==> src/common/dsi_pkg.sv <==
// Constants, types and register layout of the drive safety interlock
//------------------------------------------------------------------------------
// Operation
// RQ1: Watchdog silence drops drive power, drive brakes and dome drive devices.
// RQ2: Watchdog disables dome devices only while dome keyswitch selects computer.
// RQ3: Momentary keyoff, watchdog, estop or stop removes all brake and drive power.
// RQ4: After such a trip, power stays off until a keyswitch start pulse.
// RQ5: Estop switch disables drives, brakes, dome and estop auxiliary outputs; flagged.
// RQ6: Computer stop command sets a latch acting like estop; latch is reported.
// RQ7: Operator clears a stop: key off, safe drives, reset command, key on, start.
// RQ8: Keyswitch off disables drives, brakes and dome devices; position reported.
// RQ9: Lockout disables main power, main amplifiers and main brakes; flagged.
// RQ10: Either azimuth hard limit disables main drive; each limit flagged.
// RQ11: Either elevation hard limit disables main drive; each limit flagged.
// RQ12: Either axis overspeed disables main drive; each overspeed flagged.
// RQ13: Overspeed and computer stop latch on momentary condition until reset.
// RQ14: Held override bypasses hard limits and resets overspeed and stop latches.
// RQ15: Override leaves keyoff, watchdog, estop, lockout and latch pin untouched.
// RQ16: Software never commands motion toward an active hard limit.
// RQ17: Keyswitch start pulse clears overspeed without turning the key off.
// RQ18: Engaged elevation latch pin disables only elevation amplifiers; flagged.
// RQ19: Operator leaves a limit under override, one axis, then releases override.
// RQ20: Software makes drives safe before re-arming via the keyswitch sequence.
// RQ21: All pins are synchronised and debounced; start is one rising-edge event.
// RQ22: After reset all power, amplifier, brake and dome outputs stay disabled.
//------------------------------------------------------------------------------
package dsi_pkg;

    // Register bus
    localparam int          ADDR_W        = 8;
    localparam int          DATA_W        = 32;
    localparam logic [7:0]  CTRL_OFS      = 8'h00;
    localparam logic [7:0]  STATUS_OFS    = 8'h04;
    localparam int          CTRL_STOP_BIT = 0;
    localparam int          CTRL_KICK_BIT = 1;

    // Timing
    localparam int          CLK_MHZ       = 100;
    localparam int          DEB_NS        = 5000;
    localparam int          DEB_CYC       = (DEB_NS * CLK_MHZ + 999) / 1000;
    localparam int          DEB_W         = 10;
    localparam int          WD_TIMEOUT_MS = 100;
    localparam int          WD_CYC_DEF    = WD_TIMEOUT_MS * CLK_MHZ * 1000;
    localparam int          WD_W          = 24;

    // Switch and sensor pins, high while the condition is present
    typedef struct packed {
        logic key_on;
        logic key_start;
        logic estop_switch;
        logic lockout;
        logic az_clockwise_hard_limit;
        logic az_counterclockwise_hard_limit;
        logic el_up_hard_limit;
        logic el_down_hard_limit;
        logic az_overspeed;
        logic el_overspeed;
        logic el_latch_pin;
        logic override_held;
        logic dome_computer;
    } dsi_sw_t;

    localparam int          NSW           = $bits(dsi_sw_t);

    // Drive enables, high means energised or released
    typedef struct packed {
        logic main_pwr;
        logic rot_pwr;
        logic main_brake_rel;
        logic rot_brake_rel;
        logic az_amp;
        logic el_amp;
        logic dome_brake;
        logic dome_clamp;
        logic dome_inv;
        logic dome_inv_relay;
        logic estop_aux;
        logic estop_opto;
    } dsi_drv_t;

    // Status word, low bits of the status register
    typedef struct packed {
        logic dome_trip;
        logic drive_trip;
        logic wd_alive;
        logic stop_latch;
        logic el_overspeed;
        logic az_overspeed;
        dsi_sw_t sw;
    } dsi_status_t;

endpackage : dsi_pkg

==> src/dsi_interlock.sv <==
// Drive safety interlock: pin conditioning, trip latches, output gating, registers
`timescale 1ns/1ps
module dsi_interlock
    import dsi_pkg::*;
#(
    parameter int unsigned WD_CYC = WD_CYC_DEF
) (
    // Clock and reset
    input  wire logic              clk_sys,
    input  wire logic              resetn,
    // Switch and sensor pins
    input  wire dsi_sw_t           sw_pins,
    // Register port
    input  wire logic [ADDR_W-1:0] reg_addr,
    input  wire logic [DATA_W-1:0] reg_wdata,
    input  wire logic              reg_wr,
    input  wire logic              reg_rd,
    output logic [DATA_W-1:0]      reg_rdata,
    // Power, amplifier, brake and dome enables
    output dsi_drv_t               drv_en
);

    //--------------------------------------------------------------------------
    // Pin conditioning
    //--------------------------------------------------------------------------
    logic [NSW-1:0]   sync1_r;
    logic [NSW-1:0]   sync2_r;
    logic [NSW-1:0]   deb_r;
    logic [DEB_W-1:0] deb_cnt_r [NSW];
    dsi_sw_t          sw;
    logic             start_d_r;
    logic             start_ev;

    // Two-stage synchroniser on every pin
    always_ff @(posedge clk_sys) begin // RQ21
        if (!resetn) begin
            sync1_r <= '0;
            sync2_r <= '0;
        end else begin
            sync1_r <= sw_pins;
            sync2_r <= sync1_r;
        end
    end

    // Debounce: a new level must hold for the whole debounce time
    genvar gi;
    generate
        for (gi = 0; gi < NSW; gi++) begin : g_deb
            wire logic differs = sync2_r[gi] != deb_r[gi];
            wire logic settled = deb_cnt_r[gi] == DEB_W'(DEB_CYC - 1);
            always_ff @(posedge clk_sys) begin // RQ21
                if (!resetn) begin
                    deb_r[gi]     <= 1'b0;
                    deb_cnt_r[gi] <= '0;
                end else if (!differs) begin
                    deb_cnt_r[gi] <= '0;
                end else if (settled) begin
                    deb_r[gi]     <= sync2_r[gi];
                    deb_cnt_r[gi] <= '0;
                end else begin
                    deb_cnt_r[gi] <= deb_cnt_r[gi] + DEB_W'(1);
                end
            end
        end
    endgenerate

    assign sw = dsi_sw_t'(deb_r);

    // Start position as a single rising-edge event
    // The key must leave start before another event can follow
    always_ff @(posedge clk_sys) begin
        if (!resetn) begin
            start_d_r <= 1'b0;
        end else begin
            start_d_r <= sw.key_start;
        end
    end

    assign start_ev = sw.key_start && !start_d_r; // RQ21

    //--------------------------------------------------------------------------
    // Register decode
    //--------------------------------------------------------------------------
    logic        stop_cmd_r;
    logic [WD_W-1:0] wd_cnt_r;
    logic        ctrl_wr;
    logic        kick;
    logic        wd_alive;

    assign ctrl_wr  = reg_wr && (reg_addr == CTRL_OFS);
    assign kick     = ctrl_wr && reg_wdata[CTRL_KICK_BIT];
    assign wd_alive = wd_cnt_r != '0;

    // Stop command level held by the control computer
    always_ff @(posedge clk_sys) begin
        if (!resetn) begin
            stop_cmd_r <= 1'b0;
        end else if (ctrl_wr) begin
            stop_cmd_r <= reg_wdata[CTRL_STOP_BIT];
        end
    end

    // Watchdog: each kick reloads, silence runs it down to dead
    // Dead after reset, so no main or rotator drive can start before the first kick
    always_ff @(posedge clk_sys) begin
        if (!resetn) begin
            wd_cnt_r <= '0;
        end else if (kick) begin
            wd_cnt_r <= WD_W'(WD_CYC);
        end else if (wd_alive) begin
            wd_cnt_r <= wd_cnt_r - WD_W'(1);
        end
    end

    //--------------------------------------------------------------------------
    // Trip latches
    //--------------------------------------------------------------------------
    logic stop_latch_r;
    logic az_ovsp_r;
    logic el_ovsp_r;
    logic drive_trip_r;
    logic dome_trip_r;
    logic live_now;
    logic dome_live;
    logic total_now;
    logic dome_now;
    logic stop_clr;
    logic rearm_ok;
    logic dome_rearm;

    // Conditions present at the pins or the watchdog right now
    assign live_now   = !sw.key_on || !wd_alive || sw.estop_switch; // RQ15
    // Watchdog only reaches the dome in computer position
    assign dome_live  = !sw.key_on || sw.estop_switch
                      || (!wd_alive && sw.dome_computer); // RQ2
    // Conditions that kill every drive power, drive brake and amplifier output
    assign total_now  = live_now || stop_latch_r; // RQ3
    assign dome_now   = dome_live || stop_latch_r;
    // A start that clears the stop latch also rearms in the same cycle, so one
    // start pulse is enough once the stop command has been withdrawn
    assign stop_clr   = start_ev && !stop_cmd_r; // RQ7
    assign rearm_ok   = stop_clr && !live_now; // RQ4
    assign dome_rearm = stop_clr && !dome_live; // RQ4

    // Stop latch: set wins; cleared by start once command is gone, or override
    always_ff @(posedge clk_sys) begin
        if (!resetn) begin
            stop_latch_r <= 1'b0;
        end else if (stop_cmd_r) begin
            stop_latch_r <= 1'b1; // RQ6 RQ13
        end else if (start_ev || sw.override_held) begin
            stop_latch_r <= 1'b0; // RQ7 RQ14
        end
    end

    // Overspeed latches: set wins; start or override clears
    always_ff @(posedge clk_sys) begin
        if (!resetn) begin
            az_ovsp_r <= 1'b0;
            el_ovsp_r <= 1'b0;
        end else begin
            az_ovsp_r <= sw.az_overspeed
                      || (az_ovsp_r && !start_ev && !sw.override_held); // RQ13 RQ14 RQ17
            el_ovsp_r <= sw.el_overspeed
                      || (el_ovsp_r && !start_ev && !sw.override_held); // RQ13 RQ14 RQ17
        end
    end

    // Momentary trips hold power off until a start pulse; tripped at reset
    always_ff @(posedge clk_sys) begin
        if (!resetn) begin
            drive_trip_r <= 1'b1; // RQ22
            dome_trip_r  <= 1'b1;
        end else begin
            drive_trip_r <= (total_now || drive_trip_r) && !rearm_ok; // RQ3 RQ4
            dome_trip_r  <= (dome_now || dome_trip_r) && !dome_rearm; // RQ4
        end
    end

    //--------------------------------------------------------------------------
    // Output gating
    //--------------------------------------------------------------------------
    logic     drive_ok;
    logic     dome_ok;
    logic     limit_hit;
    logic     main_ilk;
    logic     estop_ok;
    dsi_drv_t drv_nxt;

    assign drive_ok  = !drive_trip_r && !total_now; // RQ1 RQ8
    assign dome_ok   = !dome_trip_r && !dome_now;
    assign limit_hit = sw.az_clockwise_hard_limit || sw.az_counterclockwise_hard_limit
                     || sw.el_up_hard_limit || sw.el_down_hard_limit; // RQ10 RQ11
    // Override bypasses limits and overspeed only, never lockout
    assign main_ilk  = sw.lockout
                     || (!sw.override_held && (limit_hit || az_ovsp_r || el_ovsp_r)); // RQ9 RQ12 RQ14
    assign estop_ok  = !sw.estop_switch && !stop_latch_r; // RQ5 RQ6

    assign drv_nxt.main_pwr       = drive_ok && !main_ilk;
    assign drv_nxt.rot_pwr        = drive_ok;
    assign drv_nxt.main_brake_rel = drive_ok && !main_ilk;
    assign drv_nxt.rot_brake_rel  = drive_ok;
    assign drv_nxt.az_amp         = drive_ok && !main_ilk;
    assign drv_nxt.el_amp         = drive_ok && !main_ilk && !sw.el_latch_pin; // RQ18
    assign drv_nxt.dome_brake     = dome_ok;
    assign drv_nxt.dome_clamp     = dome_ok;
    assign drv_nxt.dome_inv       = dome_ok;
    assign drv_nxt.dome_inv_relay = dome_ok;
    assign drv_nxt.estop_aux      = estop_ok;
    assign drv_nxt.estop_opto     = estop_ok;

    // Registered enables, all off under reset
    always_ff @(posedge clk_sys) begin
        if (!resetn) begin
            drv_en <= '0; // RQ22
        end else begin
            drv_en <= drv_nxt;
        end
    end

    //--------------------------------------------------------------------------
    // Register read
    //--------------------------------------------------------------------------
    dsi_status_t       status;
    logic [DATA_W-1:0] rdata_nxt;

    assign status.dome_trip    = dome_trip_r;
    assign status.drive_trip   = drive_trip_r;
    assign status.wd_alive     = wd_alive;
    assign status.stop_latch   = stop_latch_r; // RQ6
    assign status.el_overspeed = el_ovsp_r; // RQ12
    assign status.az_overspeed = az_ovsp_r; // RQ12
    assign status.sw           = sw; // RQ5 RQ8 RQ9 RQ10 RQ11 RQ18

    assign rdata_nxt = !reg_rd                   ? '0 :
                       (reg_addr == CTRL_OFS)   ? DATA_W'(stop_cmd_r) :
                       (reg_addr == STATUS_OFS) ? DATA_W'(status) : '0;

    // Read data stands only in the cycle after the strobe
    always_ff @(posedge clk_sys) begin
        if (!resetn) begin
            reg_rdata <= '0;
        end else begin
            reg_rdata <= rdata_nxt;
        end
    end
endmodule : dsi_interlock

==> config.mk <==
export PLATFORM = sky130hd
export DESIGN_NAME = dsi_interlock
export DESIGN_NICKNAME = d
export VERILOG_FILES = /design/src/common/dsi_pkg.sv /design/src/dsi_interlock.sv
export SDC_FILE = /design/constraint.sdc
export NUM_CORES = 1
export LEC_CHECK = 0
export BUFFER_PORTS_ARGS = -buffer_cell sky130_fd_sc_hd__buf_2
export CORE_MARGIN = 8
export CORE_UTILIZATION = 57
export DETAILED_ROUTE_END_ITERATION = 16
export PLACE_DENSITY = 0.77
export SYNTH_ARGS = -nofsm -noshare
export SYNTH_HDL_FRONTEND = slang
export SYNTH_SLANG_ARGS = --single-unit
==> constraint.sdc <==
create_clock -name clk_sys -period 3.25 [get_ports clk_sys]
set_clock_uncertainty 0.05 [all_clocks]
set_input_delay 0.325 -clock clk_sys [delete_from_list [all_inputs] [get_ports clk_sys]]
set_output_delay 0.325 -clock clk_sys [all_outputs]
set_load 0.01 [all_outputs]
==> run summary, run 1 <==
outcome: complete, no violations
synthesized area per cell: 10.5 um^2
worst-skew pair later-pin latency: 0.49 ns
Max Fclk: 408 MHz
top cells by area, synth: edfxtp_1 39%, dfxtp_1 19%, nor2_1 6.1%
DIE AREA: 22300 um^2
setup TNS: 0 ns
CP peak stage delay: 0.56 ns
DP Worst Slack: 0.845 ns
Syn Inst Count: 964
Vias: 7046
H-tree levels: 1
Post-synth ARST share: 0
Core Area: 17400 um^2
#FFs+latches synth: 224
post-synth top area cell: edfxtp_1
Layout Nets: 1238
TritonCTS buffer count: 23
MaxCap Viol Count: 0
GP Congestion: 0.779
CP cell instances: nor4_1 > nand4b_1 > o21bai_1 > buf_4 > nor4_1 > o21a_1
Crit-path slowest cell: nor4_1
Final period util: 0.755
Yosys Warn Count: 0
worst setup margin: 0.797 ns
Reg clk slew, reported paths: 0.06 ns
Util after Layout: 0.686
Initial Util: 0.583
global-route wire length before repair: 31200 um
power density cells: 602 nW/um^2
total gr overflow: 0
CP delay by family, top: simple AND/OR/NAND/NOR gates
Avg WL per Cell: 13.0 um
initial antenna violation count: 0
actual slew at the worst max-slew pin: 0.590 ns
final setup fails: 0
share of Yosys cell area claimed by the top area cell type: 0.385
RSZ-0062 raised after global routing: no
Rows: 48
Post-Syn Area: 10100 um^2
share of the yosys chip area belonging to registers: 0.571
vias in the first global route: 6795
clk root buf: clkbuf_16
hold_sp: reg_wdata[0]
Worst Path Arrival: 2.79 ns
antenna diode count: 0
vias per cell: 5.01
share of cells above drive strength 1: 0.101
critical path class: reg2reg
hpwl dp: 12600 um
CP Buf/Inv Count: 1
Leakage: 4.63 nW
drt drc: 0
Crit Reg-Reg Startpoint: wd_cnt_r[9]
CP endpoint kind: flop
crit-path most repeated cell: nor4_1
Area Growth Syn to Fin: 17.6%
Die Width: 149 um
Total Routed Length: 18300 um
hold crit path type: in2reg
Post-synth EDFFs: 130
fin crit period: 2.45 ns
die extent in y: 149 um
first-pass detailed-route iteration total: 7
pin count of the biggest net entering global routing: 22
unique cell type count in the Yosys netlist: 45
clock sink count: 224
Startpoint Class: flop
Max Root-Sink Buffers: 3
CP required: 3.59 ns
Port Buffer Count: 57
predominant post-synthesis flop cell: edfxtp_1
Tot GR Track Use: 0.167
IO Count: 101
FILL cells: 1376
CTS tree: yes
worst vdd rail ir drop: 0.451 mV
DRT iter0 DRCs: 459
worst-path maximum fanout: 12
Rel. slew slack: 0.603
Routed Antenna Nets: 0
Setup crit start: wd_cnt_r[9]
Final Max Tran Viols: 0
Final Hold Viols: 0
per-layer routing:
metal / GRT usage / up-vias / part of all wire
met3: 0.0288 / 28 / 0.046
met4: 0.0439 / 0 / 0.018
met1: 0.208 / 3263 / 0.45
met5: 0 / - / 0
li1: - / 3632 / -
met2: 0.294 / 123 / 0.49
synthesized netlist by cell type, types with 3 or more instances:
cell type,number
buf_4,20
nand2b_1,6
mux2i_1,14
a21oi_1,35
nor3_1,14
nand3_1,49
nor4_1,7
xor2_1,62
nand4_1,22
a31oi_1,7
nor2_1,164
clkbuf_1,17
inv_1,21
o41ai_1,3
xnor2_1,40
nand2_1,58
or4_1,12
edfxtp_1,130
o21ai_0,24
dfxtp_1,94
or2_2,14
o31ai_1,8
and3_1,5
buf_2,3
or3_1,44
ha_1,15
nor4b_1,4
and2_1,48
area by class of cell:
| type | instances | area [um^2] | area share |
|---|---|---|---|
| Timing Repair Buffer | 77 | 468 | 0.0393 |
| Clock buffer | 33 | 707 | 0.0593 |
| Inverter | 21 | 78.8 | 0.00662 |
| Multi-Input combinational cell | 819 | 4550 | 0.382 |
| Sequential cell | 224 | 5790 | 0.486 |
| Tap cell | 225 | 282 | 0.0236 |
| Clock inverter | 8 | 40.0 | 0.00336 |
registers in the layout, summed over array words and instances (netlist names):
register and cells:
az_ovsp_r 1, deb_cnt_r 130, deb_r 13, dome_trip_r 1, drive_trip_r 1, drv_en 5
el_ovsp_r 1, reg_rdata 19, start_d_r 1, stop_cmd_r 1, stop_latch_r 1, sync1_r 13
sync2_r 13, wd_cnt_r 24
metrics by stage:
| stage | power [mW] | instances | instance area (um^2) | hold slack [ns] |
|---|---|---|---|---|
| after floorplan | 4.40 | 1105 | 10700 | 0.362 |
| after global placement | 4.60 | 1353 | 11000 | 0.367 |
| after detailed placement | 4.64 | 1353 | 11000 | 0.372 |
| after CTS | 7.20 | 1407 | 11900 | 0.00660 |
| after global routing | 7.51 | 1407 | 11900 | 0.0592 |
| final | 7.17 | 1407 | 11900 | 0.0198 |
worst register-to-register path, delay by kind of cell, from the launching register on:
| kind | cells | cell delay, ns |
|---|---|---|
| buffers and inverters | 1 | 0.27 |
| AOI/OAI and AO/OA | 2 | 0.73 |
| DFF | 1 | 0.35 |
| and+or+nand+nor | 3 | 0.96 |
cell families (layout without fill, tap and decap cells):
kind of cell	count (synthesis)	count (layout)	share of synthesized area
compound gates	87	87	0.0498
flops	224	224	0.571
other cells	2	143	0.000742
simple gates	458	458	0.226
mux	14	14	0.0138
fa+ha+maj	15	15	0.0185
buf+inv	62	139	0.0315
xor+xnor	102	102	0.0882
final timing paths:
check,endpoint,cells after the start,slack (ns)
max,wd_cnt_r[11],6,0.80
min,stop_cmd_r,3,0.02
max reg2reg,wd_cnt_r[11],6,0.80
min reg2reg,sync2_r[1],1,0.38
power by group:
part / switching (mW) / internal [mW] / leakage (nW) / total, mW
Combinational: 0.694 / 0.509 / 2.14 / 1.20
Sequential: 0.199 / 3.22 / 2.11 / 3.42
Clock: 1.04 / 1.51 / 0.378 / 2.55
timing repair:
item,CTS,global route
endpoints found under the setup margin,0,0
hold buffers,13,0
buffers inserted,0,0
gates resized for setup,0,0
endpoints found under the hold margin,13,0
layout by cell type (no fill, tap or decap), types with 3 or more instances in the layout:
master           n
or2_2           14
o21ai_0         24
or4_1           12
nand2_1         58
ha_1            15
buf_2           57
or3_1           44
conb_1         143
o41ai_1          3
nor4_1           7
and3_1           5
buf_4            7
nand3_1         49
nor4b_1          4
clkbuf_16       26
a21oi_1         35
and2_1          48
mux2i_1         14
clkbuf_8         3
dfxtp_1         94
nand4_1         22
clkinv_2         8
dlygate4sd3_1   13
clkbuf_1         4
nor3_1          14
xnor2_1         40
inv_1           21
nand2b_1         6
edfxtp_1       130
o31ai_1          8
nor2_1         164
a31oi_1          7
xor2_1          62
Power figures use the tool's default switching activity.
==> run 2, diff against run 1 <==
--- a/config.mk
+++ b/config.mk
@@ -7,9 +7,9 @@
 export LEC_CHECK = 0
 export BUFFER_PORTS_ARGS = -buffer_cell sky130_fd_sc_hd__buf_2
 export CORE_MARGIN = 8
-export CORE_UTILIZATION = 57
+export CORE_UTILIZATION = 53
 export DETAILED_ROUTE_END_ITERATION = 16
-export PLACE_DENSITY = 0.77
+export PLACE_DENSITY = 0.76
 export SYNTH_ARGS = -nofsm -noshare
 export SYNTH_HDL_FRONTEND = slang
 export SYNTH_SLANG_ARGS = --single-unit
==> constraint.sdc (replaced) <==
create_clock -name clk_sys -period 2 [get_ports clk_sys]
set_clock_uncertainty 0.05 [all_clocks]
set_input_delay 0.2 -clock clk_sys [delete_from_list [all_inputs] [get_ports clk_sys]]
set_output_delay 0.2 -clock clk_sys [all_outputs]
set_load 0.01 [all_outputs]
==> run 2 against run 1 <==
Against the previous run:
- the flow now finishes with violations (setup timing)
- combinational power grew to 3.0 times the previous value
- power is 92% higher
- critical path depth is 1 lower
- sequential power is 63% higher
- final area is 6.3% higher
- maximum frequency is 9.4% higher
- die area is 6.7% higher
- first-iteration DRC count is 18% lower
- via count is 4.9% higher
- non-clock buffer count is 57 higher
- global-route usage is 0.91 points lower
- count of clock-buffer cells in the layout is 2 lower
==> run summary, run 2 (same netlist as run 1, synthesis figures left out) <==
vias in the first global route: 6993
pin count of the biggest net entering global routing: 36
Max Fclk: 446 MHz
DIE AREA: 23800 um^2
WHS: 0.0279 ns
global-route wire length before repair: 31800 um
die extent in y: 154 um
Startpoint Class: flop
Crit Reg-Reg Startpoint: wd_cnt_r[3]
CTS tree: yes
clk root buf: clkbuf_16
Setup crit start: wd_cnt_r[3]
vias per cell: 5.01
GP Congestion: 0.822
first-pass detailed-route iteration total: 5
most frequent cells in the layout: 164 x nor2_1, 143 x conb_1, 130 x edfxtp_1, 91 x dfxtp_1, 62 x xor2_1
setup TNS: -1.28 ns
Final Max Tran Viols: 0
FILL cells: 1442
Largest Register: deb_cnt_r
Pwr Total: 13.8 mW
power density cells: 1090 nW/um^2
Initial Util: 0.541
failing checks: setup timing
worst vdd rail ir drop: 0.755 mV
Core Area: 18700 um^2
Rows: 50
hold crit path type: in2reg
fin area: 12700 um^2
Area Growth Syn to Fin: 25.0%
antenna diode count: 0
Tot GR Track Use: 0.158
worst setup margin: -0.241 ns
CP required: 2.40 ns
RSZ-0062 raised after global routing: yes
clock sink count: 224
Die Width: 154 um
DRT iter0 DRCs: 377
Total Routed Length: 19600 um
Avg WL per Cell: 13.3 um
fin crit period: 2.24 ns
Util after Layout: 0.677
worst-skew pair later-pin latency: 0.51 ns
Worst Path Arrival: 2.64 ns
worst-path maximum fanout: 4
dpl cells: 1404
Largest regs: deb_cnt_r x130, wd_cnt_r x24, reg_rdata x19
drt drc: 0
Leakage: 4.99 nW
outcome: finished with violations
Placement Cell Area: 11400 um^2
Port Buffer Count: 57
H-tree levels: 1
Layout Nets: 1296
Vias: 7393
critical path class: reg2reg
IO Count: 101
hold path cells: 4
initial antenna violation count: 0
hpwl dp: 13200 um
CP endpoint kind: flop
MaxCap Viol Count: 0
Max Root-Sink Buffers: 3
DP Worst Slack: -0.223 ns
hold_sp: reg_rd
FF-to-FF path depth: 5
TritonCTS buffer count: 24
Largest register FFs: 130
final setup fails: 10
share of cells above drive strength 1: 0.163
Final period util: 1.12
Final Hold Viols: 0
most common library cell in the layout ignoring fill and taps: nor2_1
Non-Filler Instances: 1476
total gr overflow: 0
Routed Antenna Nets: 0
Reg clk slew, reported paths: 0.06 ns
==> run 2: worst paths after layout <==
check	endpoint	slack, ns
max reg2reg	wd_cnt_r[22]	-0.24
max	wd_cnt_r[22]	-0.24
min	reg_rdata[16]	0.03
min reg2reg	sync2_r[5]	0.37
==> run 2: area by class of cell <==
type / instances / area [um^2] / share of cell area
Sequential cell: 224 / 5790 / 0.457
Multi-Input combinational cell: 819 / 4710 / 0.372
Timing Repair Buffer: 134 / 957 / 0.0756
Clock buffer: 31 / 711 / 0.0561
Tap cell: 234 / 293 / 0.0231
Clock inverter: 13 / 119 / 0.00939
Inverter: 21 / 78.8 / 0.00623
==> run 2: critical path, cell delays in order, from the launching register on <==
cell and delay (ns):
dfxtp_2 0.32, or4_4 0.53, or4_4 0.47, buf_6 0.16, or4_4 0.49, a21oi_2 0.15
==> run 2: power by group <==
group	switching [mW]	total [mW]	internal, mW
Combinational	1.77	3.61	1.85
Sequential	0.348	5.59	5.24
Clock	1.79	4.55	2.77
Total	3.90	13.8	9.85
==> run 2: metal layers <==
metal | vias up | GRT usage | wire length (um)
li1 | 3753 | - | -
met1 | 3446 | 0.198 | 8730
met2 | 142 | 0.275 | 9420
met3 | 52 | 0.0262 | 864
met4 | 0 | 0.0490 | 555
met5 | - | 0 | 0
==> run 2: what timing repair did <==
action,in CTS,in global routing
pin swaps,7,16
buffers inserted,4,8
hold buffers,17,0
hold endpoints to repair,19,0
gates cloned,1,0
resized for setup,19,25
endpoints found under the setup margin,13,53
